File: src/rtl/dcd_map.svh
// constants for the sdram command decoder and its controller
`ifndef DCD_MAP_SVH
`define DCD_MAP_SVH
`define DCD_BA_W 3
`define DCD_ADDR_W 14
`define DCD_A10 10
`define DCD_A12 12
`define DCD_BURST8 4'h8
`define DCD_BURST4 4'h4
`define DCD_WL_DEF 4'h5
`define DCD_SRX_WAIT 10'h200
`define DCD_BANKS 8
`endif

File: src/rtl/dcd_pkg.sv
// types shared by the command decoder and its controller
`include "dcd_map.svh"
package dcd_pkg;
	typedef enum logic [14:0] {
		DCD_C_NONE = 15'h0001,
		DCD_C_MRS = 15'h0002,
		DCD_C_REF = 15'h0004,
		DCD_C_SRE = 15'h0008,
		DCD_C_SRX = 15'h0010,
		DCD_C_PRE = 15'h0020,
		DCD_C_PREA = 15'h0040,
		DCD_C_ACT = 15'h0080,
		DCD_C_WR = 15'h0100,
		DCD_C_RD = 15'h0200,
		DCD_C_PDE = 15'h0400,
		DCD_C_PDX = 15'h0800,
		DCD_C_ZQCL = 15'h1000,
		DCD_C_ZQCS = 15'h2000,
		DCD_C_ILL = 15'h4000
	} dcd_cmd_e;
	typedef enum logic [3:0] {
		DCD_S_IDLE = 4'h1,
		DCD_S_PD = 4'h2,
		DCD_S_SR = 4'h4,
		DCD_S_RST = 4'h8
	} dcd_pwr_e;
endpackage

File: src/rtl/dcd_if.sv
// command and address pins between controller and sdram
`timescale 1ns/10ps
`default_nettype none
`include "dcd_map.svh"
interface dcd_if;
	logic reset_n;
	logic cke;
	logic cs_n;
	logic ras_n;
	logic cas_n;
	logic we_n;
	logic odt;
	logic [`DCD_BA_W-1:0] ba;
	logic [`DCD_ADDR_W-1:0] addr;
	modport ctrl (output reset_n, output cke, output cs_n, output ras_n, output cas_n,
		output we_n, output odt, output ba, output addr);
	modport dev (input reset_n, input cke, input cs_n, input ras_n, input cas_n,
		input we_n, input odt, input ba, input addr);
endinterface
`default_nettype wire

File: src/rtl/dcd_device.sv
// sdram command decoder, device end
// Functional notes
// - decode only strobes and cke at edge
// - reset pin low resets asynchronously
// - bank lines pick bank or mode register
// - write decoded, mode burst when a12 unused
// - on-the-fly a12 picks chop or eight
// - a10 with read/write requests auto precharge
// - read decoded with bank and column
// - bursts run to completion, never interrupted
// - mode register picks fixed or on-the-fly
// - nop registers nothing, aborts nothing
// - controller idles with nop commands
// - deselect ignores inputs, acts as nop
// - power-down performs no refresh
// - odt ignored; unavailable in self refresh
// - cke rise with nop exits self refresh
// - 512 clocks after exit before write
// - entry/exit overlap gives uncertain termination
// - exit/entry overlap gives uncertain termination
// - power-down edges only with nop/deselect
// - self refresh entry only when idle
// - entry window starts wl-1 before cke low; decoder opens it at the cke edge
`timescale 1ns/10ps
`default_nettype none
`include "dcd_map.svh"
module dcd_device
	import dcd_pkg::*;
(
	input wire logic clk_sys,
	dcd_if.dev pins,
	input wire logic [3:0] wr_lat,
	output dcd_cmd_e cmd,
	output logic cmd_valid,
	output logic [`DCD_BA_W-1:0] cmd_bank,
	output logic [`DCD_ADDR_W-1:0] cmd_addr,
	output logic [3:0] cmd_burst,
	output logic cmd_autopre,
	output logic burst_busy,
	output logic [`DCD_BANKS-1:0] bank_open,
	output logic [1:0] mr_otf,
	output dcd_pwr_e pwr_state,
	output logic refresh_active,
	output logic odt_uncertain,
	output logic odt_enabled
);
	logic cke_prev_ff;
	logic otf_ff;
	logic fixed4_ff;
	logic [3:0] burst_cnt_ff;
	logic [3:0] nxt_burst_cnt;
	logic [3:0] win_cnt_ff;
	dcd_cmd_e dec;
	dcd_pwr_e pwr_ff;
	logic [3:0] nxt_len;
	logic nop_like;
	logic [`DCD_BA_W-1:0] cmd_bank_ff;
	logic [`DCD_ADDR_W-1:0] cmd_addr_ff;
	logic [3:0] cmd_burst_ff;
	logic cmd_autopre_ff;
	dcd_cmd_e cmd_ff;
	logic [`DCD_BANKS-1:0] bank_open_ff;

	// command and cke history only, odt never looked at
	always_comb begin
		nop_like = pins.cs_n || (pins.ras_n && pins.cas_n && pins.we_n);
		dec = DCD_C_ILL;
		if (cke_prev_ff && pins.cke) begin
			if (pins.cs_n) begin
				dec = DCD_C_NONE;
			end else begin
				case ({pins.ras_n, pins.cas_n, pins.we_n})
					3'h0: dec = DCD_C_MRS;
					3'h1: dec = DCD_C_REF;
					3'h2: dec = pins.addr[`DCD_A10] ? DCD_C_PREA : DCD_C_PRE;
					3'h3: dec = DCD_C_ACT;
					3'h4: dec = DCD_C_WR;
					3'h5: dec = DCD_C_RD;
					3'h6: dec = pins.addr[`DCD_A10] ? DCD_C_ZQCL : DCD_C_ZQCS;
					default: dec = DCD_C_NONE;
				endcase
			end
		end else if (cke_prev_ff && !pins.cke) begin
			if (!pins.cs_n && !pins.ras_n && !pins.cas_n && pins.we_n) begin
				dec = DCD_C_SRE;
			end else if (nop_like) begin
				dec = DCD_C_PDE;
			end
		end else if (!cke_prev_ff && pins.cke) begin
			if (nop_like) begin
				dec = (pwr_ff == DCD_S_SR) ? DCD_C_SRX : DCD_C_PDX;
			end
		end else begin
			dec = DCD_C_NONE;
		end
		// reads and writes are refused while more than one cycle of the running burst remains
		if ((dec == DCD_C_RD || dec == DCD_C_WR) && burst_cnt_ff > 4'h1) begin
			dec = DCD_C_ILL;
		end
		// self refresh and power-down exits only from matching power state
		if ((dec == DCD_C_SRX && pwr_ff != DCD_S_SR) || (dec == DCD_C_PDX && pwr_ff != DCD_S_PD)) begin
			dec = DCD_C_ILL;
		end
	end

	// a12 only counts with on-the-fly mode
	always_comb begin
		if (otf_ff) begin
			nxt_len = pins.addr[`DCD_A12] ? `DCD_BURST8 : `DCD_BURST4;
		end else begin
			nxt_len = fixed4_ff ? `DCD_BURST4 : `DCD_BURST8;
		end
	end

	always_ff @(posedge clk_sys or negedge pins.reset_n) begin
		if (!pins.reset_n) begin
			cke_prev_ff <= 1'b0;
		end else begin
			cke_prev_ff <= pins.cke;
		end
	end

	// mode register 0 burst field: bits 1:0, 00 fixed 8, 01 otf, 10 fixed 4
	always_ff @(posedge clk_sys or negedge pins.reset_n) begin
		if (!pins.reset_n) begin
			otf_ff <= 1'b0;
			fixed4_ff <= 1'b0;
		end else if (dec == DCD_C_MRS && pins.ba == 3'h0) begin
			otf_ff <= (pins.addr[1:0] == 2'h1);
			fixed4_ff <= (pins.addr[1:0] == 2'h2);
		end
	end

	always_comb begin
		nxt_burst_cnt = (burst_cnt_ff != 4'h0) ? burst_cnt_ff - 4'h1 : 4'h0;
		if (dec == DCD_C_RD || dec == DCD_C_WR) begin
			nxt_burst_cnt = nxt_len;
		end
	end

	// nop and deselect leave the count running
	always_ff @(posedge clk_sys or negedge pins.reset_n) begin
		if (!pins.reset_n) begin
			burst_cnt_ff <= 4'h0;
		end else begin
			burst_cnt_ff <= nxt_burst_cnt;
		end
	end

	always_ff @(posedge clk_sys or negedge pins.reset_n) begin
		if (!pins.reset_n) begin
			cmd_ff <= DCD_C_NONE;
			cmd_bank_ff <= '0;
			cmd_addr_ff <= '0;
			cmd_burst_ff <= 4'h0;
			cmd_autopre_ff <= 1'b0;
		end else begin
			cmd_ff <= dec;
			if (dec != DCD_C_NONE && dec != DCD_C_ILL) begin
				cmd_bank_ff <= pins.ba;
				cmd_addr_ff <= pins.addr;
				cmd_burst_ff <= (dec == DCD_C_RD || dec == DCD_C_WR) ? nxt_len : 4'h0;
				cmd_autopre_ff <= (dec == DCD_C_RD || dec == DCD_C_WR) && pins.addr[`DCD_A10];
			end
		end
	end

	always_ff @(posedge clk_sys or negedge pins.reset_n) begin
		if (!pins.reset_n) begin
			bank_open_ff <= '0;
		end else begin
			case (dec)
				DCD_C_ACT: bank_open_ff[pins.ba] <= 1'b1;
				DCD_C_PRE: bank_open_ff[pins.ba] <= 1'b0;
				DCD_C_PREA: bank_open_ff <= '0;
				DCD_C_RD, DCD_C_WR: begin
					if (pins.addr[`DCD_A10]) begin
						bank_open_ff[pins.ba] <= 1'b0;
					end
				end
				default: bank_open_ff <= bank_open_ff;
			endcase
		end
	end

	// no refresh of its own in power-down
	always_ff @(posedge clk_sys or negedge pins.reset_n) begin
		if (!pins.reset_n) begin
			pwr_ff <= DCD_S_IDLE;
		end else begin
			case (dec)
				DCD_C_SRE: pwr_ff <= DCD_S_SR;
				DCD_C_PDE: pwr_ff <= DCD_S_PD;
				DCD_C_SRX, DCD_C_PDX: pwr_ff <= DCD_S_IDLE;
				default: pwr_ff <= pwr_ff;
			endcase
		end
	end

	// uncertain window: opened at the cke edge, held through power-down and wl-1 after
	always_ff @(posedge clk_sys or negedge pins.reset_n) begin
		if (!pins.reset_n) begin
			win_cnt_ff <= 4'h0;
		end else if (dec == DCD_C_PDE || dec == DCD_C_PDX) begin
			win_cnt_ff <= wr_lat - 4'h1;
		end else if (win_cnt_ff != 4'h0) begin
			win_cnt_ff <= win_cnt_ff - 4'h1;
		end
	end

	assign cmd = cmd_ff;
	assign cmd_valid = (cmd_ff != DCD_C_NONE) && (cmd_ff != DCD_C_ILL);
	assign cmd_bank = cmd_bank_ff;
	assign cmd_addr = cmd_addr_ff;
	assign cmd_burst = cmd_burst_ff;
	assign cmd_autopre = cmd_autopre_ff;
	assign burst_busy = (burst_cnt_ff != 4'h0);
	assign bank_open = bank_open_ff;
	assign mr_otf = {fixed4_ff, otf_ff};
	assign pwr_state = pwr_ff;
	assign refresh_active = 1'b0;
	assign odt_uncertain = (win_cnt_ff != 4'h0) || (pwr_ff == DCD_S_PD);
	assign odt_enabled = (pwr_ff != DCD_S_SR) && pins.odt;
endmodule
`default_nettype wire

File: src/flat_wrapper.sv
// flat-port wrapper written by rule: the top's interface ports become plain ports
module dcd_device_flat import dcd_pkg::*;
  (clk_sys, wr_lat, cmd, cmd_valid, cmd_bank, cmd_addr, cmd_burst, cmd_autopre, burst_busy, bank_open, mr_otf, pwr_state, refresh_active, odt_uncertain, odt_enabled, pins_reset_n, pins_cke, pins_cs_n, pins_ras_n, pins_cas_n, pins_we_n, pins_odt, pins_ba, pins_addr);
  dcd_if pins_i ();
  input wire logic clk_sys;
  input wire logic [3:0] wr_lat;
  output dcd_cmd_e cmd;
  output logic cmd_valid;
  output logic [`DCD_BA_W-1:0] cmd_bank;
  output logic [`DCD_ADDR_W-1:0] cmd_addr;
  output logic [3:0] cmd_burst;
  output logic cmd_autopre;
  output logic burst_busy;
  output logic [`DCD_BANKS-1:0] bank_open;
  output logic [1:0] mr_otf;
  output dcd_pwr_e pwr_state;
  output logic refresh_active;
  output logic odt_uncertain;
  output logic odt_enabled;
  input wire logic [$bits(pins_i.reset_n)-1:0] pins_reset_n;
  input wire logic [$bits(pins_i.cke)-1:0] pins_cke;
  input wire logic [$bits(pins_i.cs_n)-1:0] pins_cs_n;
  input wire logic [$bits(pins_i.ras_n)-1:0] pins_ras_n;
  input wire logic [$bits(pins_i.cas_n)-1:0] pins_cas_n;
  input wire logic [$bits(pins_i.we_n)-1:0] pins_we_n;
  input wire logic [$bits(pins_i.odt)-1:0] pins_odt;
  input wire logic [$bits(pins_i.ba)-1:0] pins_ba;
  input wire logic [$bits(pins_i.addr)-1:0] pins_addr;
  assign pins_i.reset_n = pins_reset_n;
  assign pins_i.cke = pins_cke;
  assign pins_i.cs_n = pins_cs_n;
  assign pins_i.ras_n = pins_ras_n;
  assign pins_i.cas_n = pins_cas_n;
  assign pins_i.we_n = pins_we_n;
  assign pins_i.odt = pins_odt;
  assign pins_i.ba = pins_ba;
  assign pins_i.addr = pins_addr;
  dcd_device u_core (.clk_sys(clk_sys), .pins(pins_i), .wr_lat(wr_lat), .cmd(cmd), .cmd_valid(cmd_valid), .cmd_bank(cmd_bank), .cmd_addr(cmd_addr), .cmd_burst(cmd_burst), .cmd_autopre(cmd_autopre), .burst_busy(burst_busy), .bank_open(bank_open), .mr_otf(mr_otf), .pwr_state(pwr_state), .refresh_active(refresh_active), .odt_uncertain(odt_uncertain), .odt_enabled(odt_enabled));
endmodule
File: config.mk
export PLATFORM = sky130hd
export DESIGN_NAME = dcd_device_flat
export DESIGN_NICKNAME = d
export VERILOG_FILES = /design/src/rtl/dcd_pkg.sv /design/src/rtl/dcd_if.sv /design/src/rtl/dcd_device.sv /design/src/flat_wrapper.sv
export VERILOG_INCLUDE_DIRS = /design/src /design/src/rtl
export SDC_FILE = /design/constraint.sdc
export NUM_CORES = 1
export LEC_CHECK = 0
export BUFFER_PORTS_ARGS = -buffer_cell sky130_fd_sc_hd__clkbuf_2
export CAP_MARGIN = 40
export CORE_UTILIZATION = 46
export DETAILED_ROUTE_END_ITERATION = 7
export GPL_TIMING_DRIVEN = 1
export PLACE_DENSITY = 0.75
export SYNTH_ARGS = -nofsm -noshare
export SYNTH_HDL_FRONTEND = slang
export SYNTH_SLANG_ARGS = --single-unit
export TNS_END_PERCENT = 1
File: constraint.sdc
create_clock -name clk_sys -period 2.5 [get_ports clk_sys]
set_clock_uncertainty 0.1 [all_clocks]
set_input_delay 0.375 -clock clk_sys [delete_from_list [all_inputs] [get_ports clk_sys]]
set_output_delay 0.375 -clock clk_sys [all_outputs]
set_load 0.005 [all_outputs]
Word level (Yosys, flattened, before mapping)
Cells that the tools add are included.

operators by class
  order comparisons = 3
  $add $sub $neg = 3
  equality and inequality tests = 31
  multiplexer cells = 26
  reductions and logical operators = 38
  bitwise logic cells = 3

operators by type and width
  kind                                                                number
  15-bit 2-to-1 mux                                                   9
  15-bit one-hot mux with 7 select lines                              1
  4-bit 2-to-1 mux                                                    8
  8-bit one-hot mux with 4 select lines                               1
  15-bit by 10-bit == test with 1-bit output, second input constant   2
  15-bit by 12-bit == test with 1-bit output, second input constant   2
  15-bit by 5-bit == test with 1-bit output, second input constant    2
  15-bit by 9-bit == test with 1-bit output, second input constant    2
  15-bit by 1-bit != test with 1-bit output, second input constant    2
  15-bit != test, second input constant                               2
  1-bit logical AND                                                   17
  15-bit by 11-bit == test with 1-bit output, second input constant   1
  15-bit by 2-bit == test with 1-bit output, second input constant    1
  15-bit by 4-bit == test with 1-bit output, second input constant    1
  15-bit by 6-bit == test with 1-bit output, second input constant    1
  15-bit by 7-bit == test with 1-bit output, second input constant    1
  15-bit by 8-bit == test with 1-bit output, second input constant    1
  14-bit 2-to-1 mux                                                   1
  12-bit 2-to-1 mux                                                   1
  4-bit one-hot mux with 3 select lines                               1
  4-bit nonzero test                                                  3
  4-bit by 1-bit subtractor with 4-bit output, second input constant  3
  3-bit == test, second input constant                                3
  8-bit bitwise AND                                                   1
  other kinds (25)                                                    37

word-level totals
  bits of input ports = 29
  word-level logic and storage cells = 116
  flip-flop bits (word level) = 60

Longest topological paths before layout
Gate-level depths: netlist of the first run.

  depth after elaboration = 19
  mapped depth = 12

Worst setup path after synthesis of the first run
OpenSTA, ideal clock, no wires.

  path type = register to register
  from = register u_core.cke_prev_ff
  to = register u_core.win_cnt_ff[2]
  arrival = 2.279 ns
  required time = 2.279 ns
  slack = -0.001 ns
  cell stages (with the launch flop) = 13
  cell sequence = dfrtp_1 > ha_1 > buf_2 > buf_2 > o211ai_1 > o211ai_1 > a41o_2 > and2_1 > mux2i_1 > ha_1 > nor3b_1 > o2bb2ai_1 > nand2_1

between the ends
  longest elaborated chain between the ends = 16

ends and longest elaborated chain
  element                                                                                                          line               text
  start, declared                                                                                                  dcd_device.sv:47   logic cke_prev_ff;
  start signal, assigned                                                                                           dcd_device.sv:119  cke_prev_ff <= pins.cke;
  1-bit zero test                                                                                                  dcd_device.sv:89   end else if (!cke_prev_ff && pins.cke) begin
  1-bit logical AND                                                                                                dcd_device.sv:89
  15-bit 2-to-1 mux                                                                                                dcd_device.sv:89
  15-bit 2-to-1 mux                                                                                                dcd_device.sv:83   end else if (cke_prev_ff && !pins.cke) begin
  15-bit 2-to-1 mux (*)                                                                                            dcd_device.sv:68   if (cke_prev_ff && pins.cke) begin
  15-bit by 10-bit == test with 1-bit output / 15-bit by 9-bit == test with 1-bit output (equally long branches)   dcd_device.sv:97   if ((dec == DCD_C_RD || dec == DCD_C_WR) && burst_cnt_ff > 4'h1) begin
  1-bit logical OR                                                                                                 dcd_device.sv:97
  1-bit logical AND                                                                                                dcd_device.sv:97
  15-bit 2-to-1 mux (*)                                                                                            dcd_device.sv:97
  15-bit by 5-bit == test with 1-bit output / 15-bit by 12-bit == test with 1-bit output (equally long branches)   dcd_device.sv:101  if ((dec == DCD_C_SRX && pwr_ff != DCD_S_SR) || (dec == DCD_C_PDX && pwr_ff != DCD_S_PD)) begin
  1-bit logical AND                                                                                                dcd_device.sv:101
  1-bit logical OR                                                                                                 dcd_device.sv:101
  15-bit 2-to-1 mux (*)                                                                                            dcd_device.sv:101
  15-bit by 11-bit == test with 1-bit output / 15-bit by 12-bit == test with 1-bit output (equally long branches)  dcd_device.sv:204  end else if (dec == DCD_C_PDE || dec == DCD_C_PDX) begin
  1-bit logical OR (*)                                                                                             dcd_device.sv:204
  4-bit 2-to-1 mux / 2-bit nonzero test (equally long branches)                                                    -
  end signal, assigned                                                                                             dcd_device.sv:205  win_cnt_ff <= wr_lat - 4'h1;
  end signal, assigned                                                                                             dcd_device.sv:207  win_cnt_ff <= win_cnt_ff - 4'h1;
  end, declared                                                                                                    dcd_device.sv:52   logic [3:0] win_cnt_ff;

Every way passes the cells marked *; elsewhere a longest branch is shown, timed or not.
A chain may end at the register's enable or synchronous reset.

Final worst setup path of the first run
Same ends and word-level chain as after synthesis.

==> PnR_summary.wiki, run 1 <==
{| class="wikitable"
! Metric !! Value
|-
| Worst path cell trace || ha_4, buf_4, o221ai_2, and3_4, and2_1, mux2i_1, ha_2, nor2b_1, o211ai_1, nand2_1
|-
| Count of yosys warnings during synthesis || 0
|-
| Clock network latency to the later pin of the worst-skew pair || 330 ps
|-
| Combinational group share of total power || 23.2%
|-
| Number of CTS-inserted buffers || 9
|-
| Initial antenna violation count || 0
|-
| Number of global-route vias before repair || 2097
|-
| Mean Syn Cell Area || 11.00 µm²
|-
| Total gr overflow || 0
|-
| Top area cells in the synthesized netlist || sky130_fd_sc_hd__dfrtp_1 (49%), sky130_fd_sc_hd__mux2_4 (5.3%), sky130_fd_sc_hd__a21oi_1 (2.8%)
|-
| Total I/O pin count || 85
|-
| Max-slew violation total from the final report || 0
|-
| Number of port buffers || 80
|-
| Final Hold Vio Count || 0
|-
| Transition time of the tightest slew-check pin || 740.7 ps
|-
| Share of the synthesized area in the top cell type || 48.50%
|-
| Clock network power share || 34.8%
|-
| Max capacitance violation total || 0
|-
| Detailed-route vias per instance || 5.190
|-
| Setup CP Type || reg2reg
|-
| Number of enable-type register cells in the synthesized netlist || 0
|-
| Net Switching || 0.0008014 W
|-
| Synthesis-to-layout area growth || 30.16%
|-
| Run status || finished clean
|-
| Largest driver fanout on the critical path || 13
|-
| End of the worst register-to-register path || u_core.win_cnt_ff[2]$_DFFE_PN0P_
|-
| Fraction of registers with async set/reset || 100.0%
|-
| Cell accounting for the most synthesized area || sky130_fd_sc_hd__dfrtp_1
|-
| Largest stage delay on the critical path || 440 ps
|-
| Buffers inserted during post-CTS setup optimization || 0
|-
| Synth Instances || 258
|-
| Post-Route WL || 6157 µm
|-
| Largest net degree at the start of global routing || 24
|-
| Worst reg2reg setup slack || 140 ps
|-
| Synthesized flop and latch total || 57
|-
| Reg power frac || 41.9%
|-
| Clk Tree Root Cell || sky130_fd_sc_hd__clkbuf_8
|-
| Ratio of total power to cell area || 751.6 mW/mm²
|-
| Total track usage || 19.85%
|-
| Clock tree from TritonCTS || yes
|-
| Slowest-stage cell, CP || sky130_fd_sc_hd__dfrtp_2
|-
| First-iteration detailed-routing DRC count || 110
|-
| Maximum vdd ir drop || 486.3 µV
|-
| Initial core utilization || 47.93%
|-
| Count of vias placed by the detailed router || 2268
|-
| Detailed Place HPWL || 4547 µm
|-
| Count of nets left with antenna violations after detail routing || 0
|-
| Period Utilization, post-route || 94.35%
|-
| Cell family contributing the most delay on the critical path || simple AND/OR/NAND/NOR gates
|-
| Iteration count of the initial detailed-routing pass || 4
|-
| Placer congestion estimate || 0.8611
|-
| Crit path arrival time || 2480 ps
|-
| Design internal power || 0.001975 W
|-
| Number of placement rows || 28
|-
| Worst r2r src || u_core.cke_prev_ff$_DFF_PN0_
|-
| TritonCTS Sinks || 57
|-
| Switching share of total power || 28.87%
|-
| Crit path time final || 2359 ps
|-
| Floorplan core area || 0.005921 mm²
|-
| CTS H-tree lvls || 3
|-
| Clock slew seen by the registers of the worst setup and hold paths || 70 ps
|-
| Post-layout nets || 390
|-
| Slew headroom || 50.16%
|-
| F_max || 424.0 MHz
|-
| Worst setup path endpoint || u_core.win_cnt_ff[2]$_DFFE_PN0P_
|-
| Buffers from clock root to sink, at most || 2
|-
| Critical path launch point type || flip-flop
|-
| Total standard cell area after synthesis || 0.002838 mm²
|-
| Data required, critical path || 2620 ps
|-
| Leakage power summed over all cells || 1.869 nW
|-
| Aggregate negative setup slack || 0 ps
|-
| WP depth || 10
|-
| Wire length of the first global-routing pass || 9632 µm
|-
| Critical path origin || u_core.cke_prev_ff$_DFF_PN0_
|-
| Fraction of final layout cells sized beyond drive strength 1 || 44.20%
|-
| Depth of the most critical reg-to-reg path || 10
|-
| Die area || 0.006487 mm²
|-
| Worst hold path type || in2reg
|-
| Mean routed wirelength per cell || 14.09 µm
|-
| CP endpoint kind || flip-flop
|-
| WP buf/inv || 1
|-
| Power, Total || 0.002776 W
|-
| Diode count || 0
|-
| DRC errors left || 0
|-
| Die span in x || 80.54 µm
|-
| Number of different library cells in the post-synthesis netlist || 56
|-
| # setup viols final || 0
|-
| Final Hold Slack || 132.8 ps
|-
| Post-synth top flop || sky130_fd_sc_hd__dfrtp_1
|-
| Die H || 80.54 µm
|-
| Sequential fraction of the synthesis area || 50.35%
|}
## stage by stage
stage / utilization (%) / setup slack (ps) / area (µm²) / std cells
detailed placement: 57.40 / -75.75 / 3398 / 420
global placement: 57.40 / 21.48 / 3398 / 420
floorplan: - / 4.246 / 2849 / 261
finish: 62.38 / 141.2 / 3694 / 437
global route: 62.38 / -51.13 / 3694 / 437
CTS: 61.39 / 35.48 / 3635 / 437
## layer usage
metal | vias up | track usage [%] | part of all wire [%] | routed length (µm)
li1 | 1101 | - | - | -
met1 | 1084 | 26.30 | 46 | 2835
met2 | 81 | 30.17 | 48 | 2934
met3 | 2 | 5.568 | 5.8 | 360
met4 | 0 | 8.571 | 0.44 | 27
met5 | - | 0 | 0 | 0
## synth_stat cells, types with 3 or more instances
cell,number
sky130_fd_sc_hd__nor3b_1,3
sky130_fd_sc_hd__or2_2,3
sky130_fd_sc_hd__dfrtp_1,55
sky130_fd_sc_hd__nor2b_1,9
sky130_fd_sc_hd__nor3_1,5
sky130_fd_sc_hd__buf_6,4
sky130_fd_sc_hd__o21ai_0,5
sky130_fd_sc_hd__nand3b_1,3
sky130_fd_sc_hd__a21oi_1,16
sky130_fd_sc_hd__nand3_1,4
sky130_fd_sc_hd__buf_4,6
sky130_fd_sc_hd__o211ai_1,3
sky130_fd_sc_hd__inv_1,17
sky130_fd_sc_hd__mux2_1,7
sky130_fd_sc_hd__nand2b_1,4
sky130_fd_sc_hd__mux2i_1,3
sky130_fd_sc_hd__o22ai_1,9
sky130_fd_sc_hd__nor4_1,4
sky130_fd_sc_hd__nand2_1,17
sky130_fd_sc_hd__ha_1,4
sky130_fd_sc_hd__mux2_4,10
sky130_fd_sc_hd__nor2_1,18
sky130_fd_sc_hd__clkbuf_1,4
sky130_fd_sc_hd__buf_2,5
## cell families after synthesis
| group | count (synthesis) | share of synthesized area [%] |
|---|---|---|
| xor+xnor | 2 | 0.6174 |
| buf+inv | 36 | 6.834 |
| simple gates | 87 | 17.86 |
| mux | 22 | 9.921 |
| compound gates | 49 | 12.52 |
| fa+ha+maj | 4 | 1.764 |
| flops | 57 | 50.35 |
| other cells | 1 | 0.1321 |
## layout by cell type, fill, tap and decap left out, types with 10 or more instances in the layout
cell                       instances
sky130_fd_sc_hd__a21oi_1          16
sky130_fd_sc_hd__buf_4            22
sky130_fd_sc_hd__clkbuf_2         80
sky130_fd_sc_hd__dfrtp_1          54
sky130_fd_sc_hd__inv_1            17
sky130_fd_sc_hd__mux2_4           10
sky130_fd_sc_hd__nand2_1          17
sky130_fd_sc_hd__nor2_1           18
## power groups by stage
stage | sequential, W | combinational, W | clock, W
floorplan | 0.00117 | 0.000365 | 0
global placement | 0.00117 | 0.000606 | 0
detailed placement | 0.00118 | 0.000618 | 0
CTS | 0.00116 | 0.000624 | 0.000993
global route | 0.00118 | 0.000720 | 0.00103
finish | 0.00116 | 0.000645 | 0.000966
## sequential cells by signal, summed over array words and instances, names as in the netlist
signal,count
u_core.burst_cnt_ff,4
u_core.pwr_state,3
u_core.cmd_bank,3
u_core.otf_ff,1
u_core.fixed4_ff,1
u_core.cmd_addr,14
u_core.bank_open,8
u_core.cke_prev_ff,1
u_core.win_cnt_ff,4
u_core.cmd_autopre,1
u_core.cmd_burst,2
u_core.cmd,15
## what timing repair did
| item | in CTS | in global routing |
|---|---|---|
| endpoints found under the hold margin | 13 | 0 |
| hold buffers | 1 | 0 |
| setup endpoints to repair | 0 | 7 |
| resized for setup | 0 | 11 |
## worst min-delay path by stage
stage                       start                         endpoint  slack [ps]  depth (start not counted)
CTS                 pins_addr[10]         u_core.cmd[13]$_DFF_PN0_         110                          2
global placement     pins_reset_n  u_core.cmd_addr[11]$_DFFE_PN0P_         200                          1
detailed placement   pins_reset_n  u_core.cmd_addr[13]$_DFFE_PN0P_         200                          1
floorplan            pins_reset_n  u_core.bank_open[0]$_DFFE_PN0P_         -20                          0
finish              pins_addr[10]         u_core.cmd[13]$_DFF_PN0_         130                          2
global route        pins_addr[10]         u_core.cmd[13]$_DFF_PN0_         130                          2
## layout make-up
cell class                 instances  area (µm²)
timing repair buffer             104       595.6
inverter                          17       63.81
multi-input combinational        168        1284
sequential                        57        1430
clock buffer                       9       123.9
tap                               75       93.84
fill                             476        2227
clock inverter                     7       102.6
No activity file was read; power rests on OpenSTA's default activity.
==> inputs of run 2 (changes only) <==
- PLACE_DENSITY: 0.75 -> 0.74
==> PnR_summary.wiki, run 2 (synthesis results as in run 1) <==
{| class="wikitable"
! Metric !! Value
|-
| Run status || finished, violations left
|-
| Violated checks || negative setup slack
|-
| Max-slew violation total from the final report || 0 (unchanged)
|-
| Diode count || 0 (unchanged)
|-
| Clock tree from TritonCTS || yes
|-
| Die area || 0.006487 mm² (unchanged)
|-
| Buffers from clock root to sink, at most || 2 (unchanged)
|-
| Crit path time final || 2562 ps (+203.3 ps)
|-
| Slowest-stage cell, CP || sky130_fd_sc_hd__dfrtp_1
|-
| Leakage power summed over all cells || 1.873 nW (+0.22%)
|-
| Register area || 0.001429 mm² (about the same)
|-
| Wire length of the first global-routing pass || 9660 µm (+0.29%)
|-
| Setup slack of the critical path after layout || -62.10 ps (-203.3 ps)
|-
| Number of CTS-inserted buffers || 9 (unchanged)
|-
| Power, Total || 0.002676 W (-3.6%)
|-
| Total I/O pin count || 85 (unchanged)
|-
| Most frequent standard cell in the layout excluding fill and tap cells || sky130_fd_sc_hd__clkbuf_2
|-
| Max capacitance violation total || 0 (unchanged)
|-
| Initial core utilization || 47.93% (unchanged)
|-
| Post-layout nets || 390 (unchanged)
|-
| Mean routed wirelength per cell || 14.26 µm (+1.2%)
|-
| Total gr overflow || 0 (unchanged)
|-
| Detailed-route vias per instance || 5.190 (unchanged)
|-
| Number of fill cells in the layout || 508 (+6.7%)
|-
| Post-Route WL || 6230 µm (+1.2%)
|-
| Net Switching || 0.0007652 W (-4.5%)
|-
| Clock network power share || 32.7% (-2.1 points)
|-
| CP endpoint kind || flip-flop
|-
| Placement-stage cell area || 0.003376 mm² (-0.66%)
|-
| Synthesis-to-layout area growth || 28.53%
|-
| Clock network latency to the later pin of the worst-skew pair || 330 ps (about the same)
|-
| Worst hold path type || in2async
|-
| Data required, critical path || 2610 ps (about the same)
|-
| Placer congestion estimate || 0.8953 (+4.0%)
|-
| Design internal power || 0.001911 W (-3.2%)
|-
| # setup viols final || 1 (+1)
|-
| Number of placement rows || 28 (unchanged)
|-
| CTS H-tree lvls || 3 (unchanged)
|-
| TritonCTS Sinks || 57 (unchanged)
|-
| Final Hold Vio Count || 0 (unchanged)
|-
| Reg power frac || 43.4% (+1.5 points)
|-
| Ratio of total power to cell area || 733.8 mW/mm² (-2.4%)
|-
| Critical path launch point type || flip-flop
|-
| Largest stage delay on the critical path || 400 ps (-40 ps)
|-
| Die H || 80.54 µm (unchanged)
|-
| DRC errors left || 0 (unchanged)
|-
| Critical path origin || u_core.cke_prev_ff$_DFF_PN0_
|-
| Count of vias placed by the detailed router || 2268 (unchanged)
|-
| Initial antenna violation count || 0 (unchanged)
|-
| Aggregate negative setup slack || -62.10 ps (-62.10 ps)
|-
| Number of global-route vias before repair || 2095 (-0.095%)
|-
| Clock slew seen by the registers of the worst setup and hold paths || 70 ps (about the same)
|-
| Crit path arrival time || 2670 ps (+190 ps)
|-
| Maximum vdd ir drop || 356.9 µV (-27%)
|-
| Switching share of total power || 28.59% (-0.28 points)
|-
| Combinational group share of total power || 23.9% (+0.7 points)
|-
| Count of nets left with antenna violations after detail routing || 0 (unchanged)
|-
| Slew headroom || 52.67% (+2.5 points)
|-
| F_max || 390.3 MHz (-7.9%)
|-
| Setup repair after global routing missed its margin || true
|-
| Detailed Place HPWL || 4392 µm (-3.4%)
|-
| Setup Slack @ Placement || -50.07 ps (+25.68 ps)
|-
| Largest driver fanout on the critical path || 7 (-6)
|-
| Max reg flops || 15 (unchanged)
|-
| Worst r2r src || u_core.cke_prev_ff$_DFF_PN0_
|-
| Cell family contributing the most delay on the critical path || compound AO/OA/AOI/OAI gates
|-
| Most repeated library cell on the critical path || sky130_fd_sc_hd__o211ai_1
|-
| Area occupied by multi-input gates || 0.001259 mm² (-1.9%)
|-
| Worst path cell trace || ha_2, buf_6, o211ai_1, o211ai_1, a41o_2, and2_4, mux2i_1, ha_2, nor2b_1, o211ai_1, nand2_1
|-
| Period Utilization, post-route || 102.5% (+8.1 points)
|-
| Setup CP Type || reg2reg
|-
| Clk Tree Root Cell || sky130_fd_sc_hd__clkbuf_8
|-
| Largest net degree at the start of global routing || 58 (+140%)
|-
| Floorplan core area || 0.005921 mm² (unchanged)
|-
| Highest-count cells in the layout ignoring fill and taps || sky130_fd_sc_hd__clkbuf_2 (80), sky130_fd_sc_hd__dfrtp_1 (55), sky130_fd_sc_hd__buf_4 (22)
|-
| WP buf/inv || 1 (unchanged)
|-
| Transition time of the tightest slew-check pin || 703.5 ps (-37.23 ps)
|-
| Total track usage || 20.13% (+0.27 points)
|-
| Iteration count of the initial detailed-routing pass || 4 (unchanged)
|-
| Fraction of final layout cells sized beyond drive strength 1 || 43.65% (-0.55 points)
|-
| Die span in x || 80.54 µm (unchanged)
|-
| Number of port buffers || 80 (unchanged)
|-
| Number of buffers added to fix hold violations after cts || 0 (-1)
|-
| First-iteration detailed-routing DRC count || 116 (+5.5%)
|-
| Post-Layout Inst Area || 0.003647 mm² (-1.3%)
|}
run 2: final timing paths:
path	cells past startpoint	end	slack, ps
max reg2reg	11	u_core.win_cnt_ff[2]$_DFFE_PN0P_	-60
min reg2reg	1	u_core.cmd_addr[8]$_DFFE_PN0P_	390
min	2	u_core.cmd_addr[8]$_DFFE_PN0P_	70
min in group clk_sys	2	u_core.cmd[13]$_DFF_PN0_	130
max	11	u_core.win_cnt_ff[2]$_DFFE_PN0P_	-60
max in group asynchronous	2	u_core.cmd[10]$_DFF_PN0_	1760
run 2: area by class of cell:
cell class,count,share of cell area [%]
Clock buffer,11,4.151
Multi-Input combinational cell,168,34.51
Tap cell,75,2.573
Clock inverter,5,1.475
Inverter,17,1.750
Sequential cell,57,39.18
Timing Repair Buffer,104,16.36
run 2: power groups by stage:
| stage | registers, W | logic [W] | clock network (W) |
|---|---|---|---|
| after floorplan | 0.00117 | 0.000365 | 0 |
| after CTS | 0.00116 | 0.000617 | 0.000892 |
| final | 0.00116 | 0.000640 | 0.000875 |
| after global placement | 0.00117 | 0.000599 | 0 |
| after detailed placement | 0.00117 | 0.000614 | 0 |
| after global routing | 0.00119 | 0.000711 | 0.000948 |
run 2: what timing repair did:
action	in CTS	in global routing
endpoints found under the setup margin	0	1
setup buffers	0	4
resized for setup	0	9
run 2: through the flow:
stage	instances	hold slack (ps)	util, %
detailed placement	417	374.5	57.02
floorplan	261	-20.59	-
global route	437	120.8	61.60
global placement	417	365.7	57.02
CTS	433	95.22	60.48
finish	437	73.37	61.60
run 2: layer usage:
| layer | global-route usage [%] | part of all wire, % | up-vias |
|---|---|---|---|
| met5 | 0 | 0 | - |
| met4 | 10.00 | 1.5 | 0 |
| met3 | 4.773 | 6.0 | 8 |
| met2 | 31.19 | 47 | 84 |
| met1 | 26.20 | 45 | 1083 |
| li1 | - | - | 1093 |
==> inputs of run 3 (changes only) <==
- ABC_AREA: unset -> 1
==> PnR_summary.wiki, run 3 <==
{| class="wikitable"
! Metric !! Value
|-
| Run status || finished clean
|-
| Worst r2r src || u_core.cke_prev_ff$_DFF_PN0_
|-
| Total I/O pin count || 85 (unchanged)
|-
| End point of the worst hold path || u_core.cke_prev_ff$_DFF_PN0_
|-
| Number of port buffers || 80 (unchanged)
|-
| Number of placement rows || 28 (unchanged)
|-
| TritonCTS Sinks || 57 (unchanged)
|-
| CP endpoint kind || flip-flop
|-
| Worst hold path type || in2reg
|-
| Power, Total || 0.002926 W (+9.3%)
|-
| Top area cells in the synthesized netlist || sky130_fd_sc_hd__dfrtp_1 (49%), sky130_fd_sc_hd__nand2_1 (12%), sky130_fd_sc_hd__inv_1 (5.5%)
|-
| Total gr overflow || 0 (unchanged)
|-
| Clock slew seen by the registers of the worst setup and hold paths || 80 ps (about the same)
|-
| Post-synth top flop || sky130_fd_sc_hd__dfrtp_1
|-
| Crit path arrival time || 2530 ps (-140 ps)
|-
| First-iteration detailed-routing DRC count || 79 (-32%)
|-
| Total standard cell area after synthesis || 0.002820 mm² (-0.62%)
|-
| Period Utilization, post-route || 94.72% (-7.8 points)
|-
| Number of global-route vias before repair || 2303 (+9.9%)
|-
| Synthesized flop and latch total || 57 (unchanged)
|-
| Transition time of the tightest slew-check pin || 590.3 ps (-113.2 ps)
|-
| WP buf/inv || 0 (-1)
|-
| End of the worst register-to-register path || u_core.win_cnt_ff[2]$_DFFE_PN0P_
|-
| CTS H-tree lvls || 3 (unchanged)
|-
| Initial core utilization || 47.63% (-0.30 points)
|-
| Count of nets left with antenna violations after detail routing || 0 (unchanged)
|-
| Cell accounting for the most synthesized area || sky130_fd_sc_hd__dfrtp_1
|-
| Highest-count cells in the layout ignoring fill and taps || sky130_fd_sc_hd__nand2_1 (91), sky130_fd_sc_hd__clkbuf_2 (80), sky130_fd_sc_hd__dfrtp_1 (55)
|-
| Number of different library cells in the post-synthesis netlist || 33 (-41%)
|-
| Worst reg2reg setup slack || 130 ps (+190 ps)
|-
| Final Hold Vio Count || 0 (unchanged)
|-
| Detailed Place HPWL || 4928 µm (+12%)
|-
| Data required, critical path || 2660 ps (+50 ps)
|-
| Share of the synthesized area in the top cell type || 48.80% (+0.30 points)
|-
| Number of CTS-inserted buffers || 9 (unchanged)
|-
| Number of enable-type register cells in the synthesized netlist || 0 (unchanged)
|-
| Critical path launch point type || flip-flop
|-
| Sequential fraction of the synthesis area || 50.67% (+0.31 points)
|-
| Die span in x || 80.30 µm (-0.30%)
|-
| F_max || 422.3 MHz (+8.2%)
|-
| Count of yosys warnings during synthesis || 0 (unchanged)
|-
| Final Hold Slack || 88.84 ps (+15.47 ps)
|-
| Leakage power summed over all cells || 2.009 nW (+7.3%)
|-
| Wire length of the first global-routing pass || 10360 µm (+7.3%)
|-
| Fraction of registers with async set/reset || 100.0% (unchanged)
|-
| Floorplan core area || 0.005921 mm² (unchanged)
|-
| Cell family contributing the most delay on the critical path || simple AND/OR/NAND/NOR gates
|-
| Max capacitance violation total || 0 (unchanged)
|-
| Crit path time final || 2368 ps (-194.1 ps)
|-
| Synthesis-to-layout area growth || 27.68%
|-
| Iteration count of the initial detailed-routing pass || 4 (unchanged)
|-
| Initial antenna violation count || 0 (unchanged)
|-
| Hold depth || 1
|-
| Most frequent standard cell in the layout excluding fill and tap cells || sky130_fd_sc_hd__nand2_1
|-
| Clk Tree Root Cell || sky130_fd_sc_hd__clkbuf_8
|-
| # setup viols final || 0 (-1)
|-
| Mean Syn Cell Area || 8.469 µm² (-23%)
|-
| Largest stage delay on the critical path || 410 ps (about the same)
|-
| Worst path cell trace || ha_1, or2_1, nand2_2, nand2_2, nor2_4, nand4_4, nand3b_1, nand2_1, ha_4, or2_1, a21oi_1
|-
| Buffers from clock root to sink, at most || 2 (unchanged)
|-
| Die area || 0.006448 mm² (-0.60%)
|-
| Hold Path Origin || pins_cke
|-
| Post-Route WL || 6359 µm (+2.1%)
|-
| Synth Instances || 333 (+29%)
|-
| Ratio of total power to cell area || 812.6 mW/mm² (+11%)
|-
| Clock tree from TritonCTS || yes
|-
| Setup Slack @ Placement || -28.62 ps (+21.46 ps)
|-
| Post-layout nets || 460 (+18%)
|-
| Number of fill cells in the layout || 525 (+3.3%)
|-
| Mean routed wirelength per cell || 12.54 µm (-12%)
|-
| Max-slew violation total from the final report || 0 (unchanged)
|-
| Maximum vdd ir drop || 513.3 µV (+44%)
|-
| Count of vias placed by the detailed router || 2472 (+9.0%)
|-
| Clock network latency to the later pin of the worst-skew pair || 340 ps (about the same)
|-
| Placer congestion estimate || 0.9128 (+2.0%)
|-
| Largest net degree at the start of global routing || 36 (-38%)
|-
| Setup CP Type || reg2reg
|-
| Die H || 80.30 µm (-0.30%)
|-
| Max reg flops || 15 (unchanged)
|-
| Depth of the most critical reg-to-reg path || 11 (unchanged)
|-
| Detailed-route vias per instance || 4.876 (-6.1%)
|-
| Slew headroom || 60.38% (+7.7 points)
|-
| DRC errors left || 0 (unchanged)
|-
| Largest driver fanout on the critical path || 4 (-3)
|-
| Diode count || 0 (unchanged)
|-
| Commonest cells in the netlist || sky130_fd_sc_hd__nand2_1 (92), sky130_fd_sc_hd__dfrtp_1 (55), sky130_fd_sc_hd__inv_1 (41)
|-
| Slowest-stage cell, CP || sky130_fd_sc_hd__dfrtp_1
|-
| Fraction of final layout cells sized beyond drive strength 1 || 32.64% (-11 points)
|-
| Leading cell type by number of instances after synthesis || sky130_fd_sc_hd__nand2_1
|-
| Total track usage || 21.66% (+1.5 points)
|-
| Setup slack of the critical path after layout || 132.0 ps (+194.1 ps)
|}
[run 3: cell count changes after synthesis, moves of 10 or more]
cell and delta:
sky130_fd_sc_hd__nand3_1 +15, sky130_fd_sc_hd__mux2_4 -10, sky130_fd_sc_hd__inv_1 +24, sky130_fd_sc_hd__nand2_1 +75
[run 3: layout make-up]
cell class	count	area, µm²	area share [%]
inverter	46	172.7	4.795
clock inverter	7	102.6	2.849
sequential	57	1429	39.68
tap	75	93.84	2.606
clock buffer	9	123.9	3.440
multi-input combinational	222	1181	32.80
timing repair buffer	91	498.0	13.83
[run 3: metal layers]
layer	global-route usage (%)	wire length [µm]
met1	27.62	2842
met2	34.53	2988
met3	6.136	451
met4	8.929	78
met5	0	0
[run 3: cell families (layout without fill, tap and decap cells)]
family	Yosys count	count (layout)	synth area share [%]
AND/OR/NAND/NOR	181	181	30.43
other	1	4	0.1330
adder cells (fa/ha/maj)	4	4	1.775
buffers and inverters	57	153	9.228
AO/OA/AOI/OAI	33	33	7.764
flip-flops	57	57	50.67
[run 3: worst max path at each step]
stage                                            start  cells past startpoint                               end  slack, ps
after detailed placement                      pins_cke                     14  u_core.win_cnt_ff[1]$_DFFE_PN0P_        -30
final                     u_core.cke_prev_ff$_DFF_PN0_                     11  u_core.win_cnt_ff[2]$_DFFE_PN0P_        130
after CTS                 u_core.cke_prev_ff$_DFF_PN0_                     12  u_core.win_cnt_ff[1]$_DFFE_PN0P_        120
after global routing      u_core.cke_prev_ff$_DFF_PN0_                     12  u_core.win_cnt_ff[1]$_DFFE_PN0P_         -3
after global placement                        pins_cke                     14  u_core.win_cnt_ff[1]$_DFFE_PN0P_         80
after floorplan           u_core.cke_prev_ff$_DFF_PN0_                     12  u_core.win_cnt_ff[2]$_DFFE_PN0P_        230
[run 3: through the flow]
stage | instances | util, % | TNS, ps | instance area (µm²)
after floorplan | 336 | - | 0 | 2831
after global placement | 488 | 55.92 | 0 | 3311
after detailed placement | 488 | 55.92 | -52.89 | 3311
after CTS | 505 | 59.91 | 0 | 3547
after global routing | 507 | 60.82 | -2.979 | 3601
final | 507 | 60.82 | 0 | 3601
[run 3: where the power goes]
| part | internal (W) | switching [W] |
|---|---|---|
| clock | 0.000571 | 0.000414 |
| combinational | 0.000319 | 0.000421 |
| sequential | 0.00110 | 0.000103 |
[run 3: repair_timing]
action,CTS,global route
buffers inserted,0,2
hold buffers,1,0
gates resized for setup,0,6
setup endpoints to repair,0,4
endpoints found under the hold margin,22,0
